==> config.mk <==
export PLATFORM = sky130hd
export DESIGN_NAME = comparator_control_logic
export DESIGN_NICKNAME = d
export VERILOG_FILES = /design/src/logic/comparator_pkg.sv /design/src/logic/comparator_control_logic.sv
export SDC_FILE = /design/constraint.sdc
export NUM_CORES = 1
export LEC_CHECK = 0
export ABC_AREA = 1
export BUFFER_PORTS_ARGS = -buffer_cell sky130_fd_sc_hd__buf_4
export CORE_MARGIN = 1
export CORE_UTILIZATION = 59
export DETAILED_ROUTE_END_ITERATION = 6
export PLACE_DENSITY = 0.83
export RECOVER_POWER = 50
export REMOVE_ABC_BUFFERS = 1
export SYNTH_ARGS = -nofsm -noshare
export SYNTH_HDL_FRONTEND = slang
export SYNTH_SLANG_ARGS = --single-unit
==> constraint.sdc <==
create_clock -name core_clk -period 3.6 [get_ports core_clk]
set_clock_uncertainty 0.15 [all_clocks]
set_input_delay 0.36 -clock core_clk [delete_from_list [all_inputs] [get_ports core_clk]]
set_output_delay 0.36 -clock core_clk [all_outputs]
set_load 0.02 [all_outputs]
==> src/logic/comparator_pkg.sv <==
package comparator_pkg;

	// Register offsets
	localparam logic [7:0] CTRL_A_OFFSET   = 8'h00;
	localparam logic [7:0] MUX_CTRL_OFFSET = 8'h02;
	localparam logic [7:0] INT_CTRL_OFFSET = 8'h06;
	localparam logic [7:0] STATUS_OFFSET   = 8'h07;

	// Reset values
	localparam logic [7:0] CTRL_A_RESET   = 8'h00;
	localparam logic [7:0] MUX_CTRL_RESET = 8'h00;
	localparam logic [7:0] INT_CTRL_RESET = 8'h00;

	// Control A fields
	localparam int unsigned RUN_STANDBY_BIT = 7;
	localparam int unsigned PIN_OUT_EN_BIT  = 6;
	localparam int unsigned EDGE_SEL_LSB    = 4;
	localparam int unsigned HYST_SEL_LSB    = 1;
	localparam int unsigned ENABLE_BIT      = 0;

	// Mux control fields
	localparam int unsigned INVERT_BIT  = 7;
	localparam int unsigned POS_SEL_BIT = 3;
	localparam int unsigned NEG_SEL_LSB = 0;

	// Interrupt control and status fields
	localparam int unsigned INT_ENABLE_BIT = 0;
	localparam int unsigned STATE_BIT      = 4;
	localparam int unsigned FLAG_BIT       = 0;

	// Edge selection codes
	localparam logic [1:0] EDGE_BOTH    = 2'h0;
	localparam logic [1:0] EDGE_FALLING = 2'h2;
	localparam logic [1:0] EDGE_RISING  = 2'h3;

	// Negative input code that needs the internal reference
	localparam logic [1:0] NEG_SEL_REFERENCE = 2'h2;

	// Sleep mode codes
	localparam logic [1:0] SLEEP_NONE      = 2'h0;
	localparam logic [1:0] SLEEP_IDLE      = 2'h1;
	localparam logic [1:0] SLEEP_STANDBY   = 2'h2;
	localparam logic [1:0] SLEEP_POWERDOWN = 2'h3;

	// Start-up timing
	localparam int unsigned CLK_PERIOD_NS      = 8;
	localparam int unsigned STARTUP_NS         = 2500;
	localparam int unsigned REF_STARTUP_NS     = 60000;
	localparam int unsigned STARTUP_CYCLES     = (STARTUP_NS + CLK_PERIOD_NS - 1) / CLK_PERIOD_NS;
	localparam int unsigned REF_STARTUP_CYCLES = (REF_STARTUP_NS + CLK_PERIOD_NS - 1) / CLK_PERIOD_NS;
	localparam int unsigned STARTUP_CNT_W      = 13;

	typedef enum logic [1:0] {
		ST_OFF      = 2'b00,
		ST_STARTING = 2'b01,
		ST_READY    = 2'b11
	} startup_state_t;

endpackage

==> src/logic/comparator_control_logic.sv <==
// Design decisions made here: the register offsets and the strobed register port.
`timescale 1ns/1ns
module comparator_control_logic #(
	parameter int unsigned REF_STARTUP_CYCLES = comparator_pkg::REF_STARTUP_CYCLES
) (
	input  wire logic       core_clk,
	input  wire logic       rst,
	input  wire logic [7:0] addr,
	input  wire logic [7:0] wdata,
	input  wire logic       wr_strobe,
	input  wire logic       rd_strobe,
	output logic      [7:0] rdata,
	input  wire logic       compare_raw,
	input  wire logic [1:0] sleep_mode,
	input  wire logic       others_need_clock,
	output logic            analog_enable,
	output logic            pos_input_select,
	output logic      [1:0] negative_input_select,
	output logic      [1:0] hysteresis_select,
	output logic            reference_request,
	output logic            event_out,
	output logic            pin_out,
	output logic            pin_oe_n,
	output logic            compare_ready,
	output logic            irq
);

	// Register group
	logic [7:0] ctrl_a_reg,   ctrl_a_next;
	logic [7:0] mux_ctrl_reg, mux_ctrl_next;
	logic       int_en_reg,   int_en_next;
	logic [7:0] rdata_reg,    rdata_next;
	logic       enable_reg,   enable_next;
	logic       pin_oe_n_reg, pin_oe_n_next;

	// Start-up group
	comparator_pkg::startup_state_t state_reg, state_next;
	logic [comparator_pkg::STARTUP_CNT_W-1:0] count_reg, count_next;
	logic                                     ready_reg, ready_next;
	logic                                     ref_req_reg, ref_req_next;

	// Synchroniser and flag group
	logic sync1_reg, sync2_reg, sync3_reg;
	logic flag_reg,  flag_next;
	logic irq_reg,   irq_next;

	logic       seen;
	logic       rise;
	logic       fall;
	logic       edge_hit;
	logic       set_flag;
	logic       clear_flag;
	logic       update_ok;
	logic       active;
	logic [1:0] edge_sel;

	assign edge_sel = ctrl_a_reg[comparator_pkg::EDGE_SEL_LSB +: 2];

	// The analog core decides the comparison; its raw result arrives here
	// asynchronously and is only inverted and gated on its way to the event output.
	assign seen = enable_reg & (compare_raw ^ mux_ctrl_reg[comparator_pkg::INVERT_BIT]);

	// Events leave with no synchroniser so routing keeps the comparator delay.
	assign event_out = seen;
	assign pin_out   = seen & ~pin_oe_n_reg;

	// Debug has no port here: nothing in the block reacts to it.
	always_comb begin
		active = ctrl_a_reg[comparator_pkg::ENABLE_BIT];
		unique case (sleep_mode)
			comparator_pkg::SLEEP_NONE:      active = ctrl_a_reg[comparator_pkg::ENABLE_BIT];
			comparator_pkg::SLEEP_IDLE:      active = ctrl_a_reg[comparator_pkg::ENABLE_BIT];
			comparator_pkg::SLEEP_STANDBY:   active = ctrl_a_reg[comparator_pkg::ENABLE_BIT]
				& ctrl_a_reg[comparator_pkg::RUN_STANDBY_BIT];
			comparator_pkg::SLEEP_POWERDOWN: active = 1'b0;
		endcase
	end

	// In standby the peripheral clock only runs if someone else asks for it;
	// without it the status flag cannot set and the interrupt request is held low.
	assign update_ok = ~((sleep_mode == comparator_pkg::SLEEP_STANDBY) & ~others_need_clock);

	always_comb begin
		ctrl_a_next   = ctrl_a_reg;
		mux_ctrl_next = mux_ctrl_reg;
		int_en_next   = int_en_reg;
		rdata_next    = 8'h00;
		if (wr_strobe) begin
			unique case (addr)
				comparator_pkg::CTRL_A_OFFSET:   ctrl_a_next   = wdata & 8'hF7;
				comparator_pkg::MUX_CTRL_OFFSET: mux_ctrl_next = wdata & 8'h8B;
				comparator_pkg::INT_CTRL_OFFSET: int_en_next   = wdata[comparator_pkg::INT_ENABLE_BIT];
				default: ;
			endcase
		end
		if (rd_strobe) begin
			unique case (addr)
				comparator_pkg::CTRL_A_OFFSET:   rdata_next = ctrl_a_reg;
				comparator_pkg::MUX_CTRL_OFFSET: rdata_next = mux_ctrl_reg;
				comparator_pkg::INT_CTRL_OFFSET: rdata_next = {7'h00, int_en_reg};
				comparator_pkg::STATUS_OFFSET: begin
					rdata_next[comparator_pkg::STATE_BIT] = sync3_reg;
					rdata_next[comparator_pkg::FLAG_BIT]  = flag_reg;
				end
				default: rdata_next = 8'h00;
			endcase
		end
		enable_next   = active;
		pin_oe_n_next = ~(active & ctrl_a_reg[comparator_pkg::PIN_OUT_EN_BIT]);
		// Registered so the reference sees one clean request level
		ref_req_next  = active
			& (mux_ctrl_next[comparator_pkg::NEG_SEL_LSB +: 2] == comparator_pkg::NEG_SEL_REFERENCE);
	end

	always_ff @(posedge core_clk or posedge rst) begin
		if (rst) begin
			ctrl_a_reg   <= comparator_pkg::CTRL_A_RESET;
			mux_ctrl_reg <= comparator_pkg::MUX_CTRL_RESET;
			int_en_reg   <= 1'b0;
			rdata_reg    <= 8'h00;
			enable_reg   <= 1'b0;
			pin_oe_n_reg <= 1'b1;
			ref_req_reg  <= 1'b0;
		end else begin
			ctrl_a_reg   <= ctrl_a_next;
			mux_ctrl_reg <= mux_ctrl_next;
			int_en_reg   <= int_en_next;
			rdata_reg    <= rdata_next;
			enable_reg   <= enable_next;
			pin_oe_n_reg <= pin_oe_n_next;
			ref_req_reg  <= ref_req_next;
		end
	end

	// The reference has the longer wake-up, so its count takes over when it is selected.
	always_comb begin
		state_next = state_reg;
		count_next = count_reg;
		unique case (state_reg)
			comparator_pkg::ST_OFF: begin
				if (enable_reg) begin
					state_next = comparator_pkg::ST_STARTING;
					if (mux_ctrl_reg[comparator_pkg::NEG_SEL_LSB +: 2] == comparator_pkg::NEG_SEL_REFERENCE)
						count_next = comparator_pkg::STARTUP_CNT_W'(REF_STARTUP_CYCLES);
					else
						count_next = comparator_pkg::STARTUP_CNT_W'(comparator_pkg::STARTUP_CYCLES);
				end
			end
			comparator_pkg::ST_STARTING: begin
				count_next = count_reg - 1'b1;
				if (count_reg <= 1)
					state_next = comparator_pkg::ST_READY;
			end
			comparator_pkg::ST_READY: ;
			default: state_next = comparator_pkg::ST_OFF;
		endcase
		if (!enable_reg) begin
			state_next = comparator_pkg::ST_OFF;
			count_next = '0;
		end
		ready_next = (state_next == comparator_pkg::ST_READY);
	end

	always_ff @(posedge core_clk or posedge rst) begin
		if (rst) begin
			state_reg <= comparator_pkg::ST_OFF;
			count_reg <= '0;
			ready_reg <= 1'b0;
		end else begin
			state_reg <= state_next;
			count_reg <= count_next;
			ready_reg <= ready_next;
		end
	end

	// Two stages tame the asynchronous level; the third holds the previous value
	// so each transition is seen exactly once.
	assign rise = sync2_reg & ~sync3_reg;
	assign fall = ~sync2_reg & sync3_reg;

	always_comb begin
		unique case (edge_sel)
			comparator_pkg::EDGE_BOTH:    edge_hit = rise | fall;
			comparator_pkg::EDGE_FALLING: edge_hit = fall;
			comparator_pkg::EDGE_RISING:  edge_hit = rise;
			default:                      edge_hit = 1'b0;
		endcase
	end

	// Edges during start-up are from an unsettled output and are dropped.
	assign set_flag   = edge_hit & (state_reg == comparator_pkg::ST_READY) & update_ok;
	assign clear_flag = wr_strobe & (addr == comparator_pkg::STATUS_OFFSET)
		& wdata[comparator_pkg::FLAG_BIT];

	always_comb begin
		flag_next = flag_reg;
		if (clear_flag)
			flag_next = 1'b0;
		if (set_flag)
			flag_next = 1'b1;
		irq_next = flag_next & int_en_next & update_ok;
	end

	always_ff @(posedge core_clk or posedge rst) begin
		if (rst) begin
			sync1_reg <= 1'b0;
			sync2_reg <= 1'b0;
			sync3_reg <= 1'b0;
			flag_reg  <= 1'b0;
			irq_reg   <= 1'b0;
		end else begin
			sync1_reg <= seen;
			sync2_reg <= sync1_reg;
			sync3_reg <= sync2_reg;
			flag_reg  <= flag_next;
			irq_reg   <= irq_next;
		end
	end

	assign rdata                 = rdata_reg;
	assign analog_enable         = enable_reg;
	assign pos_input_select      = mux_ctrl_reg[comparator_pkg::POS_SEL_BIT];
	assign negative_input_select = mux_ctrl_reg[comparator_pkg::NEG_SEL_LSB +: 2];
	assign hysteresis_select     = ctrl_a_reg[comparator_pkg::HYST_SEL_LSB +: 2];
	assign reference_request     = ref_req_reg;
	assign pin_oe_n              = pin_oe_n_reg;
	assign compare_ready         = ready_reg;
	assign irq                   = irq_reg;

	a_set_beats_clear: assert property (@(posedge core_clk) disable iff (rst)
		set_flag && clear_flag |=> flag_reg)
		else $error("flag lost when set and clear coincide");

	a_clear_by_one: assert property (@(posedge core_clk) disable iff (rst)
		clear_flag && !set_flag |=> !flag_reg)
		else $error("writing one did not clear flag");

	a_irq_tracks_flag: assert property (@(posedge core_clk) disable iff (rst)
		(flag_reg && int_en_reg && update_ok && !clear_flag && !(wr_strobe
			&& addr == comparator_pkg::INT_CTRL_OFFSET)) |=> irq ##0 flag_reg)
		else $error("request missing while flag and enable set");

	a_irq_needs_flag: assert property (@(posedge core_clk) disable iff (rst)
		irq |-> flag_reg && int_en_reg)
		else $error("request without flag and enable");

	a_state_lag: assert property (@(posedge core_clk) disable iff (rst)
		sync3_reg == $past(seen, 3))
		else $error("state bit does not lag by three stages");

	a_powerdown_off: assert property (@(posedge core_clk) disable iff (rst)
		sleep_mode == comparator_pkg::SLEEP_POWERDOWN |=> !analog_enable && pin_oe_n && !event_out)
		else $error("comparator alive in power-down");

	a_standby_halt: assert property (@(posedge core_clk) disable iff (rst)
		sleep_mode == comparator_pkg::SLEEP_STANDBY && !ctrl_a_reg[comparator_pkg::RUN_STANDBY_BIT]
			|=> !analog_enable)
		else $error("comparator runs in standby without permission");

	a_no_status_clockless: assert property (@(posedge core_clk) disable iff (rst)
		!update_ok && !flag_reg |=> !flag_reg)
		else $error("flag set with peripheral clock stopped");

	a_rising_only: assert property (@(posedge core_clk) disable iff (rst)
		edge_sel == comparator_pkg::EDGE_RISING && fall && !rise && !flag_reg |=> !flag_reg)
		else $error("falling edge set flag in rising mode");

	a_rise_once: assert property (@(posedge core_clk) disable iff (rst)
		rise |=> !rise)
		else $error("one transition seen twice");

	a_startup_hold: assert property (@(posedge core_clk) disable iff (rst)
		$rose(analog_enable) |-> !compare_ready [*8])
		else $error("ready too early after enable");

	a_startup_end: assert property (@(posedge core_clk) disable iff (rst)
		state_reg == comparator_pkg::ST_STARTING && count_reg == 1 && enable_reg |=> compare_ready)
		else $error("start-up did not end on count");

	a_int_reg_read: assert property (@(posedge core_clk) disable iff (rst)
		rd_strobe && addr == comparator_pkg::INT_CTRL_OFFSET |=> rdata == {7'h00, $past(int_en_reg)})
		else $error("interrupt control readback wrong");

endmodule // comparator_control_logic

==> results of run 1 <==
worst max-delay path, stage by stage, from the launching register on:
cell,delay (ps)
dfrtp_1,390
inv_1,170
nor4_1,320
buf_4,190
power breakdown:
part / internal [mW] / switching, mW
Combinational: 0.0400 / 0.0596
Clock: 0.155 / 0.169
Sequential: 0.505 / 0.00994
Total: 0.700 / 0.238
routing by layer:
| layer | routed length, um | track usage [%] |
|---|---|---|
| met1 | 2168 | 39.21 |
| met2 | 2333 | 43.22 |
| met4 | 48 | 6.534 |
| met5 | 0 | 0 |
| met3 | 352 | 7.065 |
layout make-up:
cell class | instances | area (um^2) | share of cell area (%)
multi-input cells | 191 | 932.1 | 34.83
inverters | 41 | 153.9 | 5.750
well taps | 48 | 60.06 | 2.244
repair buffers | 44 | 330.3 | 12.34
clock buffers | 6 | 82.58 | 3.086
flip-flops and latches | 44 | 1102 | 41.19
clock inverters | 2 | 15.01 | 0.5610
Yosys cell counts:
library cell  instances  share of area, %
dfrtp_1              43                48
inv_2                 3              0.50
nor3_1                6               1.3
nand3_2               2              0.89
o21ai_1               2              0.45
dfstp_2               1               1.2
inv_1                38               6.4
nor2_4                3               1.5
nand3b_1              4               1.3
o21ai_0              14               3.1
nor2_1               28               4.7
o32ai_1               1              0.39
buf_6                 1              0.50
nand3_1              16               3.6
nor2_2                6               1.7
a21oi_1              10               2.2
buf_4                 4               1.3
nand2_1              78                13
ha_1                  4               2.2
xor2_1                1              0.39
nand2_2               5               1.4
buf_2                 1              0.22
nand4_1               1              0.28
a21oi_2               4               1.6
a21boi_0              1              0.33
a211oi_1              1              0.33
nor4_1                1              0.28
o22ai_1               1              0.28
o21ai_2               1              0.39
and2_1                1              0.28
layout by cell type, fill, tap and decap left out, types with 4 or more instances in the layout:
cell type,instances
a21oi_1,10
a21oi_2,4
buf_4,42
clkbuf_8,6
dfrtp_1,43
ha_1,4
inv_1,38
nand2_1,79
nand2_2,4
nand3_1,16
nand3b_1,4
nor2_1,29
nor2_2,6
nor3_1,6
o21ai_0,14
final timing paths:
check                                         endpoint  slack, ps  depth (start not counted)
max                                            pin_out       1720                          3
min                           count_reg[2]$_DFFE_PP0P_         40                          3
max reg2reg                  count_reg[10]$_DFFE_PP0P_       1960                          9
min reg2reg                        sync2_reg$_DFF_PP0_        210                          0
max in group asynchronous           pin_oe_n$_DFF_PP1_       2880                          3
min in group core_clk      mux_ctrl_reg[3]$_DFFE_PP0P_        130                          3
cell families (layout without fill, tap and decap cells):
family	Yosys count	in the layout	synth area share, %
flops	44	44	49.11
compound gates	35	35	9.086
simple gates	151	151	30.27
xor+xnor	1	1	0.3903
buf+inv	47	93	8.919
fa+ha+maj	4	4	2.230
==> results.cfg, run 1 <==
[worst_setup_path]
critPathLaunchType = register
cp_data_arrival_time_ps = 1370
reg2reg_from = count_reg[0]$_DFFE_PP0P_
crit_path_max_fanout = 9
critPathCaptureType = output port
cp.required_ps = 3090
critPathLaunch = analog_enable$_DFF_PP0_
worstSetupPathType = reg2out

[run_status]
status = completed

[clock_network]
hold_buffers = 0
clk_latency_ps = 300
post_cts.repair.setup_buffers = 0
clockBufferDepth = 2
htreeDepth = 2
cts_buffers = 5
tritoncts = yes
clockRootBuffer = clkbuf_8
cts_sinks = 44
clkTransAtPathRegs_ps = 80
post_cts_resized = 0

[finish]
layout.cells.non_filler = 376
drive_above_1_share_pct = 22.56
num_antenna_cells = 0
design_area_um2 = 2676
final_core_utilization_pct = 73.10
largest_reg_flops = 13
nets = 355
fillers = 284
synthToLayoutAreaGrowth_pct = 19.23

[drt]
antenna_left = 0
firstDrtPassIters = 4
via_count = 1915
avgViaCountPerCell = 5.093
finalWirelength_um = 4903
wl_per_cell_um = 13.04
first_iter_violations = 147
drcViolationCount = 0

[floorplanning]
core.rowCount = 22
fp.dieH_um = 63.68
io-pin-count = 44
core_region_area_um2 = 3661
initial_utilization_pct = 61.31
die_area_um2 = 4055
die_w_um = 63.68

[placed_design]
gp_congestion = 0.9774
placed_cell_area_um2 = 2589
dp_cells = 368
port_buffers = 43
pre_cts_ws_ps = 1929
hpwlAfterDp_um = 3751

[grt]
grt_first_pass_wirelength_um = 8473
antenna_found_initial = 0
grt_use_total_pct = 27.89
grt_pass1_vias = 1848
grt_max_degree = 45
grt_overflow = 0

[pwr]
vdd_drop_max_v = 0.0002939
power_uw = 938.4
p_per_area_nw_per_um2 = 350.6
p_leak_nw = 1.408

[sta]
grt_setup_unrepaired = no
setup_viol_count_final = 0
min_period_ps = 1876
slew_viol_final = 0
fin_ws_ps = 1724
finalHoldViolCount = 0
fin_tns_setup_ps = 0
worstMarginPinSlew_ps = 543.0
hold_ws_ps = 44.07
slew_headroom_pct = 63.67
period_share_pct = 52.10
fmax_mhz = 533.2

[synth]
synth_area_per_cell_um2 = 7.960
ys_types = 30
synth_seq_area_share_pct = 49.11
ys_ff_latch = 44
syn_area_um2 = 2245
synthCells = 282
yosysWarningCount = 0

[hold_path]
worstHoldPathType = in2async

[run]
maxCapViolCount = 0
(Power assumes the default switching activity.)
==> inputs of run 2 (changes only) <==
--- a/config.mk
+++ b/config.mk
@@ -8,9 +8,9 @@
 export ABC_AREA = 1
 export BUFFER_PORTS_ARGS = -buffer_cell sky130_fd_sc_hd__buf_4
 export CORE_MARGIN = 1
-export CORE_UTILIZATION = 59
+export CORE_UTILIZATION = 49
 export DETAILED_ROUTE_END_ITERATION = 6
-export PLACE_DENSITY = 0.83
+export PLACE_DENSITY = 0.73
 export RECOVER_POWER = 50
 export REMOVE_ABC_BUFFERS = 1
 export SYNTH_ARGS = -nofsm -noshare
==> constraint.sdc (replaced) <==
create_clock -name core_clk -period 1.7 [get_ports core_clk]
set_clock_uncertainty 0.15 [all_clocks]
set_input_delay 0.17 -clock core_clk [delete_from_list [all_inputs] [get_ports core_clk]]
set_output_delay 0.17 -clock core_clk [all_outputs]
set_load 0.02 [all_outputs]
==> run 2 against run 1 <==
Clock-buffer cell count did not move. Critical endpoint is now event_out. Register-to-register slack got worse by 1800 ps. Global-route usage is 6.1 points lower. Combinational power up 130%.
==> results.cfg, run 2 (same netlist as run 1, synthesis figures left out) <==
[worst_setup_path]
critPathCaptureType = output port
cp_data_arrival_time_ps = 1330
critPathLaunchType = primary input
cp_top_family = buffers and inverters
path_common_cell = buf_4
critical_path.cell_chain = dlygate4sd3_1 > buf_4 > nand2_1 > inv_1 > nor3_2 > buf_4
crit_path_max_fanout = 2
worstSetupPathType = in2out
cp_num_buf_inv = 4
cpPeakStageDelay_ps = 550
path_depth = 6
worst_path_max_delay_cell = dlygate4sd3_1
r2r_cells = 9
cp.required_ps = 1380

[floorplanning]
die_area_um2 = 4855
initial_utilization_pct = 51.20
die_w_um = 69.68
fp.dieH_um = 69.68
io-pin-count = 44
core_region_area_um2 = 4384
core.rowCount = 24

[grt]
grt_first_pass_wirelength_um = 8231
grt_overflow = 0
grt_pass1_vias = 1865
antenna_found_initial = 0
grt_max_degree = 38
grt_use_total_pct = 21.75

[drt]
finalWirelength_um = 4908
avgViaCountPerCell = 4.979
wl_per_cell_um = 12.58
first_iter_violations = 116
firstDrtPassIters = 4
antenna_left = 0
drcViolationCount = 0
via_count = 1942

[pwr]
p_per_area_nw_per_um2 = 700.0
vdd_drop_max_v = 0.0005087
p_leak_nw = 1.447

[sta]
min_period_ps = 1652
slew_headroom_pct = 66.69
period_share_pct = 97.18
fin_ws_ps = 47.98
slew_viol_final = 0
setup_viol_count_final = 0
worstMarginPinSlew_ps = 499.6
finalHoldViolCount = 0
fmax_mhz = 605.3

[hold_path]
holdPathStages = 3
worstHoldPathType = in2reg

[placed_design]
hpwlAfterDp_um = 3532
pre_cts_ws_ps = 173.3
gp_congestion = 0.8473
dp_cells = 374
port_buffers = 43

[clock_network]
clockRootBuffer = clkbuf_8
cts_buffers = 5
tritoncts = yes
clk_latency_ps = 300
post_cts.repair.setup_buffers = 0
htreeDepth = 2
cts_sinks = 44
clockBufferDepth = 2
clkTransAtPathRegs_ps = 70

[run]
maxCapViolCount = 0

[finish]
final_common_cell = nand2_1
mostFrequentLayoutCells = 79 x nand2_1, 43 x dfrtp_1, 41 x buf_4, 37 x inv_1, 29 x nor2_1
drive_above_1_share_pct = 22.19
synthToLayoutAreaGrowth_pct = 23.41
num_antenna_cells = 0
nets = 366
layout.cells.non_filler = 390
largest_reg_flops = 13

[run_status]
status = completed
-- run 2: through the flow --
| step | util (%) | total power [mW] | TNS [ps] | area, um^2 | hold slack, ps |
|---|---|---|---|---|---|
| final | 63.18 | 1.939 | 0 | 2770 | 1.896 |
| after CTS | 63.61 | 1.958 | 0 | 2789 | 0.4891 |
| after global routing | 63.18 | 2.023 | -16.94 | 2770 | 23.07 |
| after detailed placement | 59.79 | 1.325 | 0 | 2621 | -31.39 |
| after global placement | 59.79 | 1.322 | 0 | 2621 | -34.93 |
| after floorplan | - | 1.224 | 0 | 2198 | 141.0 |
-- run 2: tightest hold or removal path: cells and delay by family --
family	cells	cell delay, ps
AND/OR/NAND/NOR	2	130
buffers and inverters	1	110
-- run 2: final cells by class --
| cell class | instances | area [um^2] |
|---|---|---|
| flip-flops and latches | 44 | 1102 |
| well taps | 52 | 65.06 |
| inverters | 41 | 153.9 |
| clock inverters | 1 | 5.005 |
| fillers | 398 | 1614 |
| clock buffers | 6 | 72.57 |
| multi-input cells | 191 | 943.4 |
| repair buffers | 55 | 427.9 |
-- run 2: layer usage --
layer | up-vias | GRT usage, % | wire length (um)
met3 | 11 | 5.814 | 166
met1 | 905 | 26.99 | 2232
met2 | 36 | 36.03 | 2413
met4 | 0 | 8.889 | 95
met5 | - | 0 | 0
li1 | 990 | - | -
-- run 2: where the power goes --
part | switching [mW] | internal (mW) | leakage, nW | total, mW
registers | 0.0199 | 1.07 | 0.580 | 1.09
clock network | 0.343 | 0.280 | 0.0410 | 0.622
logic | 0.129 | 0.0988 | 0.826 | 0.228
-- run 2: final timing paths --
path                                          start                   endpoint  slack, ps
setup / recovery                        compare_raw                  event_out         50
hold / removal                             wdata[0]  mux_ctrl_reg[0]$_DFF_PP0_          2
setup reg to reg           count_reg[1]$_DFFE_PP0P_  count_reg[10]$_DFFE_PP0P_        160
hold reg to reg                 sync1_reg$_DFF_PP0_        sync2_reg$_DFF_PP0_        210
max in group asynchronous                       rst         pin_oe_n$_DFF_PP1_        420
min in group asynchronous                       rst   count_reg[8]$_DFFE_PP0P_        170
-- run 2: timing repair --
item | 4_1_cts | 5_1_grt
hold buffers | 9 | 0
endpoints found under the setup margin | 0 | 2
endpoints found under the hold margin | 52 | 0
resized for setup | 0 | 3
